File: src/ssic_defines.svh
`ifndef SSIC_DEFINES_SVH
`define SSIC_DEFINES_SVH

// Register access
`define SSIC_ISC_CSR_ADDR     12'h804
`define SSIC_ISC_RESET        32'h0000_0000
`define SSIC_SCTL_RESET       32'h0000_0000

// Interrupt system control fields
`define SSIC_ISC_KILL_BIT     5
`define SSIC_ISC_NEST_BIT     1
`define SSIC_ISC_STACK_BIT    0

// System control fields
`define SSIC_SCTL_RESET_BIT   31
`define SSIC_SCTL_DLOCK_BIT   6
`define SSIC_SCTL_EVENT_BIT   5
`define SSIC_SCTL_PEND_BIT    4
`define SSIC_SCTL_WFI_BIT     3
`define SSIC_SCTL_DEEP_BIT    2
`define SSIC_SCTL_EXIT_BIT    1

// Sizes
`define SSIC_INT_NUM          256
`define SSIC_PRIO_W           8
`define SSIC_PREEMPT_BIT      7

`endif

File: src/ssic_pkg.sv
package ssic_pkg;

  // Low-power sequencer states
  typedef enum logic [1:0] {
    ST_RUN,
    ST_WAIT_INT,
    ST_WAIT_EVT
  } ssic_state_t;

  typedef logic [31:0] ssic_word_t;

endpackage

File: src/ssic_core_if.sv
`timescale 1ns/10ps
`include "ssic_defines.svh"

interface ssic_core_if;
  // Wake detection
  logic [`SSIC_INT_NUM-1:0] int_pending;
  logic [`SSIC_INT_NUM-1:0] int_enable;
  logic                     pend_wakes;
  logic                     int_wake_en;
  logic                     int_wake_any;
  // Preemption check
  logic [`SSIC_PRIO_W-1:0]  act_prio;
  logic [`SSIC_PRIO_W-1:0]  req_prio;
  logic                     nest_en;
  logic                     preempt;

  modport top_mp (
    output int_pending, int_enable, pend_wakes, act_prio, req_prio, nest_en,
    input  int_wake_en, int_wake_any, preempt
  );
  modport wake_mp (
    input  int_pending, int_enable, pend_wakes,
    output int_wake_en, int_wake_any
  );
  modport prio_mp (
    input  act_prio, req_prio, nest_en,
    output preempt
  );
endinterface

File: src/ssic_preempt_check.sv
`timescale 1ns/10ps
`include "ssic_defines.svh"

module ssic_preempt_check
  import ssic_pkg::*;
(
  // Active and requesting priorities in, preempt decision out
  ssic_core_if.prio_mp cif
);

  // With nesting enabled, only the top bit decides preemption; smaller value is more urgent
  assign cif.preempt = cif.nest_en &
                       (cif.req_prio[`SSIC_PREEMPT_BIT] <
                        cif.act_prio[`SSIC_PREEMPT_BIT]);

endmodule

File: src/ssic_sleep_int_ctrl.sv
`timescale 1ns/10ps
`include "ssic_defines.svh"

module ssic_sleep_int_ctrl
  import ssic_pkg::*;
(
  // Clock, reset, enable
  input  wire logic                     clk_sys_i,
  input  wire logic                     rst_n_i,
  input  wire logic                     ce_i,
  // CSR port from the core
  input  wire logic                     csr_valid_i,
  input  wire logic                     csr_write_i,
  input  wire logic [11:0]              csr_addr_i,
  input  wire logic [31:0]              csr_wdata_i,
  input  wire logic                     priv_machine_i,
  output logic                          csr_ack_o,
  output logic                          csr_fault_o,
  output logic [31:0]                   csr_rdata_o,
  // System control register port
  input  wire logic                     sctl_valid_i,
  input  wire logic                     sctl_write_i,
  input  wire logic [31:0]              sctl_wdata_i,
  output logic [31:0]                   sctl_rdata_o,
  // Core events
  input  wire logic                     wfe_exec_i,
  input  wire logic                     wfi_exec_i,
  input  wire logic                     isr_return_i,
  input  wire logic                     return_to_main_i,
  input  wire logic                     core_deadlock_i,
  input  wire logic                     event_in_i,
  // Interrupt lines and priorities
  input  wire logic [`SSIC_INT_NUM-1:0] int_pending_i,
  input  wire logic [`SSIC_INT_NUM-1:0] int_enable_i,
  input  wire logic [`SSIC_PRIO_W-1:0]  act_prio_i,
  input  wire logic [`SSIC_PRIO_W-1:0]  req_prio_i,
  // Control outputs
  output logic                          sys_reset_req_o,
  output logic                          sleep_o,
  output logic                          deep_sleep_o,
  output logic                          wake_o,
  output logic                          global_int_en_o,
  output logic                          auto_stack_en_o,
  output logic                          nesting_en_o,
  output logic                          preempt_o
);

  ssic_core_if cif ();

  // Register state
  logic        deadlock_reset_disable_ff, nxt_deadlock_reset_disable;
  logic        pending_wakes_event_ff,    nxt_pending_wakes_event;
  logic        wait_int_as_wait_event_ff, nxt_wait_int_as_wait_event;
  logic        deep_low_power_select_ff,  nxt_deep_low_power_select;
  logic        low_power_on_isr_return_ff, nxt_low_power_on_isr_return;
  logic        global_int_stack_kill_ff,  nxt_global_int_stack_kill;
  logic        nesting_enable_ff,         nxt_nesting_enable;
  logic        auto_stacking_enable_ff,   nxt_auto_stacking_enable;
  logic        csr_ack_ff,   nxt_csr_ack;
  logic        csr_fault_ff, nxt_csr_fault;
  logic [31:0] csr_rdata_ff, nxt_csr_rdata;
  logic [31:0] sctl_rdata_ff, nxt_sctl_rdata;
  logic        sys_reset_ff, nxt_sys_reset;
  // Sequencer state
  ssic_state_t state_ff, nxt_state;
  logic        evt_latch_ff, nxt_evt_latch;
  logic        wake_ff, nxt_wake;
  logic        sleep_ff, nxt_sleep;
  logic        deep_ff, nxt_deep;
  logic        preempt_ff, nxt_preempt;
  logic        gie_ff, nxt_gie;
  logic        stk_ff, nxt_stk;

  logic        csr_hit;
  logic        csr_ok;
  logic        csr_wr;
  logic        sctl_wr;
  logic        raise_evt;
  logic        evt_cond;
  logic        wfe_now;

  // Feed the helper modules
  assign cif.int_pending = int_pending_i;
  assign cif.int_enable  = int_enable_i;
  assign cif.pend_wakes  = pending_wakes_event_ff;
  assign cif.act_prio    = act_prio_i;
  assign cif.req_prio    = req_prio_i;
  assign cif.nest_en     = nesting_enable_ff;

  ssic_wake_detect u_wake (
    .cif (cif.wake_mp)
  );

  ssic_preempt_check u_prio (
    .cif (cif.prio_mp)
  );

  // Access decode; a user-mode access is refused without side effect
  assign csr_hit   = csr_valid_i && (csr_addr_i == `SSIC_ISC_CSR_ADDR);
  assign csr_ok    = csr_hit && priv_machine_i;
  assign csr_wr    = csr_ok && csr_write_i;
  assign sctl_wr   = sctl_valid_i && sctl_write_i;
  assign raise_evt = sctl_wr && sctl_wdata_i[`SSIC_SCTL_EVENT_BIT];
  // Any wake source, interrupt part shaped by the pending-wakes bit
  assign evt_cond  = event_in_i || raise_evt || cif.int_wake_any;
  // A wait-for-interrupt may be converted into a wait-for-event
  assign wfe_now   = wfe_exec_i ||
                     (wfi_exec_i && wait_int_as_wait_event_ff);

  // Register next values; only defined bits are stored
  always_comb begin
    nxt_deadlock_reset_disable  = deadlock_reset_disable_ff;
    nxt_pending_wakes_event     = pending_wakes_event_ff;
    nxt_wait_int_as_wait_event  = wait_int_as_wait_event_ff;
    nxt_deep_low_power_select   = deep_low_power_select_ff;
    nxt_low_power_on_isr_return = low_power_on_isr_return_ff;
    nxt_nesting_enable          = nesting_enable_ff;
    nxt_auto_stacking_enable    = auto_stacking_enable_ff;
    nxt_global_int_stack_kill   = global_int_stack_kill_ff;
    if (sctl_wr) begin
      nxt_deadlock_reset_disable  = sctl_wdata_i[`SSIC_SCTL_DLOCK_BIT];
      nxt_pending_wakes_event     = sctl_wdata_i[`SSIC_SCTL_PEND_BIT];
      nxt_wait_int_as_wait_event  = sctl_wdata_i[`SSIC_SCTL_WFI_BIT];
      nxt_deep_low_power_select   = sctl_wdata_i[`SSIC_SCTL_DEEP_BIT];
      nxt_low_power_on_isr_return = sctl_wdata_i[`SSIC_SCTL_EXIT_BIT];
    end
    if (csr_wr) begin
      nxt_nesting_enable       = csr_wdata_i[`SSIC_ISC_NEST_BIT];
      nxt_auto_stacking_enable = csr_wdata_i[`SSIC_ISC_STACK_BIT];
    end
    // Return clears the kill bit, but a same-cycle set wins
    if (isr_return_i) begin
      nxt_global_int_stack_kill = 1'b0;
    end
    if (csr_wr && csr_wdata_i[`SSIC_ISC_KILL_BIT]) begin
      nxt_global_int_stack_kill = 1'b1;
    end
    // Registered copies so these outputs come straight from flops
    nxt_gie = ~nxt_global_int_stack_kill;
    nxt_stk = nxt_auto_stacking_enable & ~nxt_global_int_stack_kill;
  end

  // Access answers and reset request; reserved and write-only bits read 0
  always_comb begin
    nxt_csr_ack   = csr_hit;
    nxt_csr_fault = csr_hit && !priv_machine_i;
    nxt_csr_rdata = 32'h0000_0000;
    if (csr_ok) begin
      nxt_csr_rdata[`SSIC_ISC_KILL_BIT]  = nxt_global_int_stack_kill;
      nxt_csr_rdata[`SSIC_ISC_NEST_BIT]  = nxt_nesting_enable;
      nxt_csr_rdata[`SSIC_ISC_STACK_BIT] = nxt_auto_stacking_enable;
    end
    nxt_sctl_rdata = 32'h0000_0000;
    nxt_sctl_rdata[`SSIC_SCTL_DLOCK_BIT] = nxt_deadlock_reset_disable;
    nxt_sctl_rdata[`SSIC_SCTL_PEND_BIT]  = nxt_pending_wakes_event;
    nxt_sctl_rdata[`SSIC_SCTL_WFI_BIT]   = nxt_wait_int_as_wait_event;
    nxt_sctl_rdata[`SSIC_SCTL_DEEP_BIT]  = nxt_deep_low_power_select;
    nxt_sctl_rdata[`SSIC_SCTL_EXIT_BIT]  = nxt_low_power_on_isr_return;
    // Reset bit is never stored, so it reads zero after the pulse
    nxt_sys_reset = (sctl_wr && sctl_wdata_i[`SSIC_SCTL_RESET_BIT])
                 || (core_deadlock_i && !deadlock_reset_disable_ff);
  end

  // Low-power sequencer next values
  always_comb begin
    nxt_state     = state_ff;
    nxt_evt_latch = evt_latch_ff;
    nxt_wake      = 1'b0;
    nxt_preempt   = cif.preempt;
    // A wake outside an event wait is kept for the next event wait
    if (evt_cond && (state_ff != ST_WAIT_EVT) && !wfe_now) begin
      nxt_evt_latch = 1'b1;
    end
    case (state_ff)
      ST_RUN: begin
        if (wfe_now) begin
          if (evt_latch_ff || evt_cond) begin
            nxt_wake      = 1'b1;
            nxt_evt_latch = 1'b0;
          end else begin
            nxt_state = ST_WAIT_EVT;
          end
        end else if (wfi_exec_i) begin
          if (cif.int_wake_en) begin
            nxt_wake = 1'b1;
          end else begin
            nxt_state = ST_WAIT_INT;
          end
        end else if (isr_return_i && return_to_main_i &&
                     low_power_on_isr_return_ff) begin
          nxt_state = ST_WAIT_INT;
        end
      end
      ST_WAIT_INT: begin
        if (cif.int_wake_en) begin
          nxt_state = ST_RUN;
          nxt_wake  = 1'b1;
        end
      end
      ST_WAIT_EVT: begin
        if (evt_cond) begin
          nxt_state = ST_RUN;
          nxt_wake  = 1'b1;
        end
      end
      default: begin
        nxt_state = ST_RUN;
      end
    endcase
    nxt_sleep = (nxt_state != ST_RUN);
    // Depth is sampled continuously so a late change still takes effect
    nxt_deep  = nxt_sleep && deep_low_power_select_ff;
  end

  // All state frozen while the clock enable is low
  always_ff @(posedge clk_sys_i or negedge rst_n_i) begin
    if (!rst_n_i) begin
      deadlock_reset_disable_ff  <= 1'b0;
      pending_wakes_event_ff     <= 1'b0;
      wait_int_as_wait_event_ff  <= 1'b0;
      deep_low_power_select_ff   <= 1'b0;
      low_power_on_isr_return_ff <= 1'b0;
      global_int_stack_kill_ff   <= 1'b0;
      nesting_enable_ff          <= 1'b0;
      auto_stacking_enable_ff    <= 1'b0;
      csr_ack_ff                 <= 1'b0;
      csr_fault_ff               <= 1'b0;
      csr_rdata_ff               <= `SSIC_ISC_RESET;
      sctl_rdata_ff              <= `SSIC_SCTL_RESET;
      sys_reset_ff               <= 1'b0;
      state_ff                   <= ST_RUN;
      evt_latch_ff               <= 1'b0;
      wake_ff                    <= 1'b0;
      sleep_ff                   <= 1'b0;
      deep_ff                    <= 1'b0;
      preempt_ff                 <= 1'b0;
      gie_ff                     <= 1'b1;
      stk_ff                     <= 1'b0;
    end else if (ce_i) begin
      deadlock_reset_disable_ff  <= nxt_deadlock_reset_disable;
      pending_wakes_event_ff     <= nxt_pending_wakes_event;
      wait_int_as_wait_event_ff  <= nxt_wait_int_as_wait_event;
      deep_low_power_select_ff   <= nxt_deep_low_power_select;
      low_power_on_isr_return_ff <= nxt_low_power_on_isr_return;
      global_int_stack_kill_ff   <= nxt_global_int_stack_kill;
      nesting_enable_ff          <= nxt_nesting_enable;
      auto_stacking_enable_ff    <= nxt_auto_stacking_enable;
      csr_ack_ff                 <= nxt_csr_ack;
      csr_fault_ff               <= nxt_csr_fault;
      csr_rdata_ff               <= nxt_csr_rdata;
      sctl_rdata_ff              <= nxt_sctl_rdata;
      sys_reset_ff               <= nxt_sys_reset;
      state_ff                   <= nxt_state;
      evt_latch_ff               <= nxt_evt_latch;
      wake_ff                    <= nxt_wake;
      sleep_ff                   <= nxt_sleep;
      deep_ff                    <= nxt_deep;
      preempt_ff                 <= nxt_preempt;
      gie_ff                     <= nxt_gie;
      stk_ff                     <= nxt_stk;
    end
  end

  // Outputs straight from flops
  assign csr_ack_o       = csr_ack_ff;
  assign csr_fault_o     = csr_fault_ff;
  assign csr_rdata_o     = csr_rdata_ff;
  assign sctl_rdata_o    = sctl_rdata_ff;
  assign sys_reset_req_o = sys_reset_ff;
  assign sleep_o         = sleep_ff;
  assign deep_sleep_o    = deep_ff;
  assign wake_o          = wake_ff;
  assign global_int_en_o = gie_ff;
  assign auto_stack_en_o = stk_ff;
  assign nesting_en_o    = nesting_enable_ff;
  assign preempt_o       = preempt_ff;

  // Checks
  property p_soft_reset;
    @(posedge clk_sys_i) disable iff (!rst_n_i)
    ce_i && sctl_wr && sctl_wdata_i[31] |=> sys_reset_req_o
      && !sctl_rdata_o[31];
  endproperty
  a_soft_reset: assert property (p_soft_reset)
    else $error("soft reset write gave no reset pulse");

  property p_deadlock;
    @(posedge clk_sys_i) disable iff (!rst_n_i)
    ce_i && core_deadlock_i
      && !(sctl_wr && sctl_wdata_i[31]) |=>
      (sys_reset_req_o == !$past(deadlock_reset_disable_ff));
  endproperty
  a_deadlock: assert property (p_deadlock)
    else $error("deadlock reset polarity wrong");

  property p_evt_wait_wake;
    @(posedge clk_sys_i) disable iff (!rst_n_i)
    ce_i && state_ff == ST_WAIT_EVT && raise_evt |=> wake_o && !sleep_o;
  endproperty
  a_evt_wait_wake: assert property (p_evt_wait_wake)
    else $error("raised event did not wake event wait");

  property p_latched_wfe;
    @(posedge clk_sys_i) disable iff (!rst_n_i)
    ce_i && state_ff == ST_RUN && evt_latch_ff && wfe_exec_i
      |=> wake_o && !sleep_o && !evt_latch_ff;
  endproperty
  a_latched_wfe: assert property (p_latched_wfe)
    else $error("remembered wake did not end wait at once");

  property p_wfi_as_wfe;
    @(posedge clk_sys_i) disable iff (!rst_n_i)
    ce_i && state_ff == ST_RUN && wfi_exec_i && wait_int_as_wait_event_ff
      && !evt_latch_ff && !evt_cond |=> state_ff == ST_WAIT_EVT;
  endproperty
  a_wfi_as_wfe: assert property (p_wfi_as_wfe)
    else $error("converted wait did not wait for event");

  property p_deep;
    @(posedge clk_sys_i) disable iff (!rst_n_i)
    ##1 (deep_sleep_o == (sleep_o && $past(deep_low_power_select_ff)));
  endproperty
  a_deep: assert property (p_deep)
    else $error("deep sleep select mismatch");

  property p_exit_sleep;
    @(posedge clk_sys_i) disable iff (!rst_n_i)
    ce_i && state_ff == ST_RUN && !wfe_now && !wfi_exec_i && isr_return_i
      && return_to_main_i && low_power_on_isr_return_ff |=> sleep_o;
  endproperty
  a_exit_sleep: assert property (p_exit_sleep)
    else $error("no low power after ISR return");

  property p_user_refused;
    @(posedge clk_sys_i) disable iff (!rst_n_i)
    ce_i && csr_hit && !priv_machine_i |=> csr_fault_o
      && $stable(nesting_en_o) && csr_rdata_o == 32'h0000_0000;
  endproperty
  a_user_refused: assert property (p_user_refused)
    else $error("user-mode CSR access was not refused");

  property p_kill;
    @(posedge clk_sys_i) disable iff (!rst_n_i)
    ce_i && csr_wr && csr_wdata_i[5] |=> !global_int_en_o && !auto_stack_en_o;
  endproperty
  a_kill: assert property (p_kill)
    else $error("kill bit did not stop interrupts and stacking");

  property p_kill_clear;
    @(posedge clk_sys_i) disable iff (!rst_n_i)
    ce_i && isr_return_i && !(csr_wr && csr_wdata_i[5]) |=> global_int_en_o;
  endproperty
  a_kill_clear: assert property (p_kill_clear)
    else $error("kill bit not cleared on return");

  property p_preempt;
    @(posedge clk_sys_i) disable iff (!rst_n_i)
    ce_i |=> preempt_o == ($past(nesting_enable_ff)
      && !$past(req_prio_i[7]) && $past(act_prio_i[7]));
  endproperty
  a_preempt: assert property (p_preempt)
    else $error("preemption decision wrong");

endmodule

File: src/ssic_wake_detect.sv
`timescale 1ns/10ps
`include "ssic_defines.svh"

module ssic_wake_detect
  import ssic_pkg::*;
(
  // Pending and enable vectors in, wake flags out
  ssic_core_if.wake_mp cif
);

  logic [`SSIC_INT_NUM-1:0] hit_en;
  logic [`SSIC_INT_NUM-1:0] hit_any;

  // Per-line wake terms; disabled lines count only when pending wakes
  genvar gi;
  generate
    for (gi = 0; gi < `SSIC_INT_NUM; gi = gi + 1) begin : g_line
      assign hit_en[gi]  = cif.int_pending[gi] & cif.int_enable[gi];
      assign hit_any[gi] = cif.int_pending[gi] &
                           (cif.int_enable[gi] | cif.pend_wakes);
    end
  endgenerate

  // Reduce to one flag each
  assign cif.int_wake_en  = |hit_en;
  assign cif.int_wake_any = |hit_any;

endmodule
File: config.mk
export PLATFORM = sky130hd
export DESIGN_NAME = ssic_sleep_int_ctrl
export DESIGN_NICKNAME = d
export VERILOG_FILES = /design/src/ssic_pkg.sv /design/src/ssic_core_if.sv /design/src/ssic_preempt_check.sv /design/src/ssic_sleep_int_ctrl.sv /design/src/ssic_wake_detect.sv
export VERILOG_INCLUDE_DIRS = /design/src /design/src/src
export SDC_FILE = /design/constraint.sdc
export NUM_CORES = 1
export LEC_CHECK = 0
export CORE_AREA = 2 2 266 268
export DETAILED_ROUTE_END_ITERATION = 10
export DIE_AREA = 0 0 268 270
export DONT_BUFFER_PORTS = 1
export HOLD_SLACK_MARGIN = 0.1
export SYNTH_ARGS = -nofsm -noshare
export SYNTH_HDL_FRONTEND = slang
export SYNTH_SLANG_ARGS = --single-unit
File: constraint.sdc
create_clock -name clk_sys_i -period 3.9 [get_ports clk_sys_i]
set_input_delay 0 -clock clk_sys_i [delete_from_list [all_inputs] [get_ports clk_sys_i]]
set_output_delay 0 -clock clk_sys_i [all_outputs]
set_load 0.01 [all_outputs]
==> tab_implementation.tex, run 1 <==
\begin{tabular}{lr}
\hline
Metric & Value \\
\hline
\multicolumn{2}{l}{\textbf{Timing}} \\
Final period util & 66.6\% \\
Shortest clock period the worst path allows after layout & 2600 ps \\
Final setup violation count & 0 \\
Maximum clock frequency & 385 MHz \\
Unrepaired setup endpoints after global routing & false \\
Slew Limit Fails & 0 \\
Slew of the pin with the lowest slew margin & 1110 ps \\
Post-route setup slack & 1300 ps \\
Total Neg Setup Slack & 0 ps \\
Count of final hold-check violations & 0 \\
Clock skew after layout & 2.36 ps \\
Max-slew headroom at the worst pin & 25.6\% \\
\multicolumn{2}{l}{\textbf{Route}} \\
DRC violations left & 0 \\
Final routed wirelength across all metal layers & 69.7 mm \\
Iteration count of the initial detailed-routing pass & 5 \\
Routed length per instance & 48.6 um \\
Vias per Instance & 3.65 \\
First-iteration detailed-routing DRC count & 452 \\
Post-detailed-route count of antenna-violating nets & 0 \\
Vias after detailed routing & 5242 \\
\multicolumn{2}{l}{\textbf{Clock tree}} \\
Count of clock tree sinks & 23 \\
H-tree depth reported by CTS & 1 \\
TritonCTS clock tree & built \\
Maximum clock insertion buffer count & 2 \\
Setup fix buffers added after clock tree synthesis & 0 \\
Clock buffers created by TritonCTS & 3 \\
CTS clock-pin slew for the worst setup and hold paths & 70 ps \\
Worst-Skew Late Latency & 270 ps \\
CTS root buffer & sky130\_fd\_sc\_hd\_\_clkbuf\_16 \\
\multicolumn{2}{l}{\textbf{Place}} \\
Number of buffers added on ports & 0 \\
RePlAce Congestion & 1.22 \\
Post-DP HPWL & 65.7 mm \\
Worst slack, placed & 1050 ps \\
\multicolumn{2}{l}{\textbf{Worst setup path}} \\
Sequence of cells on the critical path & dlygate4sd3\_1 -> nor2\_1 -> dlygate4sd3\_1 -> nand4\_1 -> nor2\_1 -> nand2\_1 -> mux2\_2 -> nand3\_1 -> dlygate4sd3\_1 -> o21ai\_0 \\
Path type of the worst setup path & input pin to flop \\
Data required time of the critical path & 4020 ps \\
Worst stage delay on the critical path & 550 ps \\
Critical Path End Type & flop \\
Data arrival at the endpoint of the critical path & 2720 ps \\
Startpoint kind of the worst setup timing path & input pin \\
Highest-delay cell along the critical path & sky130\_fd\_sc\_hd\_\_dlygate4sd3\_1 \\
CP max FO & 4 \\
Dominant delay contributor by cell family on the critical path & buffers and inverters \\
Crit path buffers/inverters & 3 \\
Library cell appearing most often on the critical path & sky130\_fd\_sc\_hd\_\_dlygate4sd3\_1 \\
\multicolumn{2}{l}{\textbf{Synth}} \\
Leading register cell type out of synthesis & sky130\_fd\_sc\_hd\_\_dfrtp\_1 \\
Post-synth design cell area & 3370 um2 \\
Dominant combinational cell family by area after synthesis & compound AO/OA/AOI/OAI gates \\
Synth async-reset ratio & 100\% \\
Number of register bits inferred by synthesis & 23 \\
Area share of xor/xnor cells in the synthesized design & 0\% \\
Synthesized area divided by synthesized cell count & 8.05 um2 \\
Cell variety after synth & 42 \\
Post-Synth Simple-Gate Area & 27.1\% \\
Synth warnings & 0 \\
Proportion of synthesized area in mux cells & 3.56\% \\
Number of synthesized flops with an enable pin & 0 \\
Fraction of the mapped netlist area in compound gates & 37.2\% \\
Part of the Yosys area used for sequential elements & 17.1\% \\
Number of instances in the synthesized netlist & 419 \\
Adder-cell share of the synthesized area & 0\% \\
\multicolumn{2}{l}{\textbf{Global route}} \\
Antenna violations before repair & 43 \\
Sum of overflow across all layers after global routing & 0 \\
Via count of the first global-routing pass & 5202 \\
Maximum number of pins on one net before global-route repair & 24 \\
First-pass GRT wire length & 78.3 mm \\
GR Util All Layers & 18.3\% \\
\multicolumn{2}{l}{\textbf{Hold path}} \\
Kind of path behind the tightest hold check & input pin to flop \\
\multicolumn{2}{l}{\textbf{Finish}} \\
Fraction of final layout cells with drive strength greater than 1 & 9.44\% \\
Filler Cells Inserted & 8185 \\
Area grow syn2layout & 45.4\% \\
Leading cell type in the layout, fill and taps excluded & sky130\_fd\_sc\_hd\_\_nor4\_1 \\
Most used cells in the layout excluding fill and tap cells & sky130\_fd\_sc\_hd\_\_nor4\_1 (69), sky130\_fd\_sc\_hd\_\_a22oi\_1 (67), sky130\_fd\_sc\_hd\_\_conb\_1 (56) \\
Fin nets & 1085 \\
\multicolumn{2}{l}{\textbf{Floorplan}} \\
Height of the die & 270 um \\
Starting Density & 4.85\% \\
Die Span X & 268 um \\
Ports placed on the boundary & 692 \\
Die outline area & 72400 um2 \\
Row Count & 97 \\
Core region area & 69500 um2 \\
\multicolumn{2}{l}{\textbf{Power and ir drop}} \\
Power per unit of standard cell area & 175 nW/um2 \\
Pleak & 1.36 nW \\
Maximum vdd drop & 0.253 mV \\
\multicolumn{2}{l}{\textbf{Job}} \\
Max-cap viol count & 0 \\
\multicolumn{2}{l}{\textbf{Status}} \\
Run status & complete, no violations \\
\hline
\end{tabular}
[path summary, 6_finish.rpt]
kind	from	end	slack, ps	depth (start not counted)
worst max-delay path	csr_addr_i[8]	auto_stack_en_o	1300	10
worst min-delay path	wfi_exec_i	deep_sleep_o	150	3
worst max register to register	sctl_rdata_o[4]	deep_sleep_o	1980	5
worst min register to register	global_int_stack_kill_ff	global_int_stack_kill_ff	510	1
max in group asynchronous	rst_n_i	global_int_en_o	3510	2
min in group asynchronous	rst_n_i	auto_stack_en_o	160	2
[metal layers]
layer	global-route usage, %	routed length [um]	vias up
li1	-	-	1859
met1	21.1	27000	2506
met2	28.6	29900	671
met3	8.72	9040	178
met4	7.87	3580	28
met5	0	212	-
[power breakdown]
part,internal (mW),switching (mW)
registers,0.258,0.0390
logic,0.126,0.196
clock network,0.140,0.0986
[metrics by stage]
step,util (%),hold WS [ps],instance area (um2),total power [mW],instances
6_report,7.05,146,4900,0.858,1435
4_1_cts,6.95,115,4830,0.869,1406
3_3_place_gp,6.44,-293,4480,0.594,1376
3_5_place_dp,6.44,-293,4480,0.596,1376
5_1_grt,7.00,166,4870,0.894,1420
2_1_floorplan,-,-296,3580,0.502,474
[synthesized netlist by cell type (8+ instances only)]
| cell | instances | share of area [%] |
|---|---|---|
| sky130_fd_sc_hd__nand3_1 | 11 | 1.6 |
| sky130_fd_sc_hd__nand4_1 | 36 | 6.7 |
| sky130_fd_sc_hd__buf_4 | 61 | 14 |
| sky130_fd_sc_hd__a221oi_1 | 29 | 7.5 |
| sky130_fd_sc_hd__a22o_1 | 29 | 7.5 |
| sky130_fd_sc_hd__nor2_1 | 11 | 1.2 |
| sky130_fd_sc_hd__dfrtp_1 | 22 | 16 |
| sky130_fd_sc_hd__nand2_1 | 11 | 1.2 |
| sky130_fd_sc_hd__nor4_1 | 69 | 13 |
| sky130_fd_sc_hd__mux2_2 | 8 | 2.7 |
| sky130_fd_sc_hd__inv_1 | 9 | 1.0 |
| sky130_fd_sc_hd__a22oi_1 | 67 | 15 |
[worst reg2reg max path: cells and delay by family (launching register included)]
family          cells  cell delay, ps
simple gates        1             270
flops               1             560
compound gates      4            1000
[cell type report]
cell class | instances | area (um2) | area share (%)
Inverter | 9 | 33.8 | 0.689
Antenna cell | 29 | 72.6 | 1.48
Timing Repair Buffer | 52 | 465 | 9.49
Multi-Input combinational cell | 378 | 2500 | 51.0
Clock buffer | 4 | 78.8 | 1.61
Sequential cell | 23 | 577 | 11.8
Tap cell | 940 | 1180 | 24.0
[kinds of logic (layout without fill, tap and decap cells)]
logic type / Yosys count / in the layout
DFF: 23 / 23
and+or+nand+nor: 154 / 154
AOI/OAI and AO/OA: 157 / 157
buffers and inverters: 73 / 65
other: 1 / 85
muxes: 11 / 11
[timing repair]
action / in CTS / in global routing
resized for setup: 0 / 0
hold buffers: 26 / 0
hold endpoints to repair: 46 / 0
[sequential cells by signal, summed over array words and instances (netlist names)]
signal,count
auto_stacking_enable_ff,1
nesting_en_o,1
global_int_stack_kill_ff,1
csr_fault_o,1
csr_ack_o,1
sys_reset_req_o,1
wake_o,1
csr_rdata_o,3
auto_stack_en_o,1
deep_sleep_o,1
preempt_o,1
deadlock_reset_disable_ff,1
state_ff,2
global_int_en_o,1
evt_latch_ff,1
sctl_rdata_o,4
sleep_o,1
Note: power is estimated with default switching activity, not from simulation.
==> run 2: changes to the inputs <==
- clock period: 3.9 -> 2.5 ns (I/O delays scaled with it)
==> run 2 against run 1 <==
Die area did not move. Largest power group unchanged. Core utilization grew 0.36 points. Global-route usage is essentially flat. Sequential cell count did not move. Sequential power grew 52%. Final area is 5.1% higher. Count of clock-buffer cells in the layout did not move. Clock power rose by 57%. Clock skew is essentially flat. First-iteration DRC count shrank 9.5%. Highest routed layer unchanged. Critical endpoint is now deep_sleep_o.
==> tab_implementation.tex, run 2 (synthesized netlist as in run 1, its figures left out) <==
\begin{tabular}{lr}
\hline
Metric & Value \\
\hline
\multicolumn{2}{l}{\textbf{Route}} \\
First-iteration detailed-routing DRC count & 409 \\
Post-detailed-route count of antenna-violating nets & 0 \\
Vias after detailed routing & 5196 \\
DRC violations left & 0 \\
Final routed wirelength across all metal layers & 69.9 mm \\
Iteration count of the initial detailed-routing pass & 6 \\
Routed length per instance & 47.6 um \\
Vias per Instance & 3.54 \\
\multicolumn{2}{l}{\textbf{Global route}} \\
Maximum number of pins on one net before global-route repair & 24 \\
Via count of the first global-routing pass & 5216 \\
Sum of overflow across all layers after global routing & 0 \\
First-pass GRT wire length & 78.5 mm \\
Antenna violations before repair & 44 \\
GR Util All Layers & 18.3\% \\
\multicolumn{2}{l}{\textbf{Clock tree}} \\
Count of clock tree sinks & 23 \\
CTS root buffer & sky130\_fd\_sc\_hd\_\_clkbuf\_16 \\
Maximum clock insertion buffer count & 2 \\
Worst-Skew Late Latency & 270 ps \\
TritonCTS clock tree & built \\
CTS clock-pin slew for the worst setup and hold paths & 60 ps \\
H-tree depth reported by CTS & 1 \\
Setup fix buffers added after clock tree synthesis & 0 \\
Clock buffers created by TritonCTS & 3 \\
\multicolumn{2}{l}{\textbf{Floorplan}} \\
Height of the die & 270 um \\
Row Count & 97 \\
Ports placed on the boundary & 692 \\
Die Span X & 268 um \\
Starting Density & 4.85\% \\
Die outline area & 72400 um2 \\
Core region area & 69500 um2 \\
\multicolumn{2}{l}{\textbf{Finish}} \\
Layout Cell Area excl Fill & 5150 um2 \\
Fraction of final layout cells with drive strength greater than 1 & 14.9\% \\
Area grow syn2layout & 52.7\% \\
Most used cells in the layout excluding fill and tap cells & sky130\_fd\_sc\_hd\_\_nor4\_1 (67), sky130\_fd\_sc\_hd\_\_a22oi\_1 (67), sky130\_fd\_sc\_hd\_\_conb\_1 (56) \\
Final std cells w/o fill & 1467 \\
Max FFs per register & 4 \\
Fin nets & 1114 \\
Filler Cells Inserted & 8215 \\
\multicolumn{2}{l}{\textbf{Worst setup path}} \\
Critical Path End Type & flop \\
Data required time of the critical path & 2670 ps \\
Launching instance or port of the critical path & int\_pending\_i[188] \\
Register-to-Register Path Depth & 4 \\
Critical register-to-register path startpoint & sctl\_rdata\_o[3] \\
R2r endpoint & deep\_sleep\_o \\
Internal reg-to-reg setup slack & 900 ps \\
Data arrival at the endpoint of the critical path & 2650 ps \\
Path type of the worst setup path & input pin to flop \\
Startpoint kind of the worst setup timing path & input pin \\
CP max FO & 2 \\
\multicolumn{2}{l}{\textbf{Place}} \\
Number of buffers added on ports & 0 \\
Post-DP HPWL & 65.8 mm \\
Total placed cells including tap cells & 1404 \\
Placed cell area & 4700 um2 \\
RePlAce Congestion & 1.19 \\
\multicolumn{2}{l}{\textbf{Power and ir drop}} \\
Clk network pwr share & 27.1\% \\
Psw & 531 uW \\
Fraction of power consumed by sequential logic & 32.6\% \\
Maximum vdd drop & 0.372 mV \\
Fraction of power consumed by combinational cells & 40.3\% \\
Fraction of power spent switching nets & 38.4\% \\
Pleak & 1.51 nW \\
Internal power consumption & 852 uW \\
Power per unit of standard cell area & 268 nW/um2 \\
\multicolumn{2}{l}{\textbf{Timing}} \\
Maximum clock frequency & 404 MHz \\
Shortest clock period the worst path allows after layout & 2480 ps \\
Slew Limit Fails & 0 \\
Clock skew after layout & 2.28 ps \\
Max-slew headroom at the worst pin & 44.5\% \\
Count of final hold-check violations & 0 \\
Final worst hold slack & 134 ps \\
Final period util & 99.1\% \\
Slew of the pin with the lowest slew margin & 825 ps \\
Final setup violation count & 0 \\
\multicolumn{2}{l}{\textbf{Job}} \\
Max-cap viol count & 0 \\
\multicolumn{2}{l}{\textbf{Hold path}} \\
Worst hold path stage count & 4 \\
Hold wc startpoint & wfi\_exec\_i \\
Worst min-delay path endpoint & deep\_sleep\_o \\
Kind of path behind the tightest hold check & input pin to flop \\
\multicolumn{2}{l}{\textbf{Status}} \\
Run status & complete, no violations \\
\hline
\end{tabular}
-- run 2: cell type report --
cell class	count	area (um2)	area share [%]
Multi-Input combinational cell	378	2520	48.9
Tap cell	940	1180	22.8
Timing Repair Buffer	81	686	13.3
Sequential cell	23	577	11.2
Antenna cell	32	80.1	1.55
Clock buffer	4	78.8	1.53
Inverter	9	33.8	0.656
-- run 2: how the worst max path moves through the flow --
stage                         endpoint  cells past startpoint
after floorplan           deep_sleep_o                      7
after global placement    deep_sleep_o                      8
after detailed placement        wake_o                     11
after CTS                  state_ff[1]                     11
after global routing       state_ff[1]                     11
final                     deep_sleep_o                     10
-- run 2: per-stage QoR --
stage	total power, mW	worst slack (ps)	TNS, ps	utilization, %
finish	1.38	23.1	0	7.41
global route	1.44	-2.32	-2.32	7.36
CTS	1.39	17.2	0	7.27
detailed placement	0.964	-251	-1270	6.76
global placement	0.960	-1130	-5660	6.74
floorplan	0.783	866	0	-
-- run 2: repair_timing --
action                                  4_1_cts  5_1_grt
resized for setup                             0        2
endpoints found under the setup margin        0        5
hold endpoints to repair                     46        0
hold buffers                                 27        0
-- run 2: metal layers --
metal | vias up | wire length, um | global-route usage [%] | part of all wire (%)
met5 | - | 195 | 0 | 0.28
met4 | 30 | 3150 | 8.35 | 4.5
met2 | 622 | 30400 | 28.4 | 44
met1 | 2455 | 28200 | 21.0 | 40
met3 | 173 | 7960 | 8.86 | 11
li1 | 1916 | - | - | -
-- run 2: worst max-delay path, cell delays in order --
cell	delay [ps]
sky130_fd_sc_hd__nor4_1	340
sky130_fd_sc_hd__buf_4	240
sky130_fd_sc_hd__nand4_1	310
sky130_fd_sc_hd__nor4_1	380
sky130_fd_sc_hd__buf_4	190
sky130_fd_sc_hd__nand4_1	230
sky130_fd_sc_hd__o21ai_4	370
sky130_fd_sc_hd__nand4_2	150
sky130_fd_sc_hd__o32a_1	350
sky130_fd_sc_hd__o31ai_1	70
-- run 2: power groups by stage --
stage                     clock network (mW)  registers [mW]  logic [mW]
after CTS                              0.378           0.449       0.561
final                                  0.375           0.450       0.557
after floorplan                            0           0.431       0.353
after global placement                     0           0.456       0.504
after detailed placement                   0           0.456       0.508
after global routing                   0.389           0.452       0.595
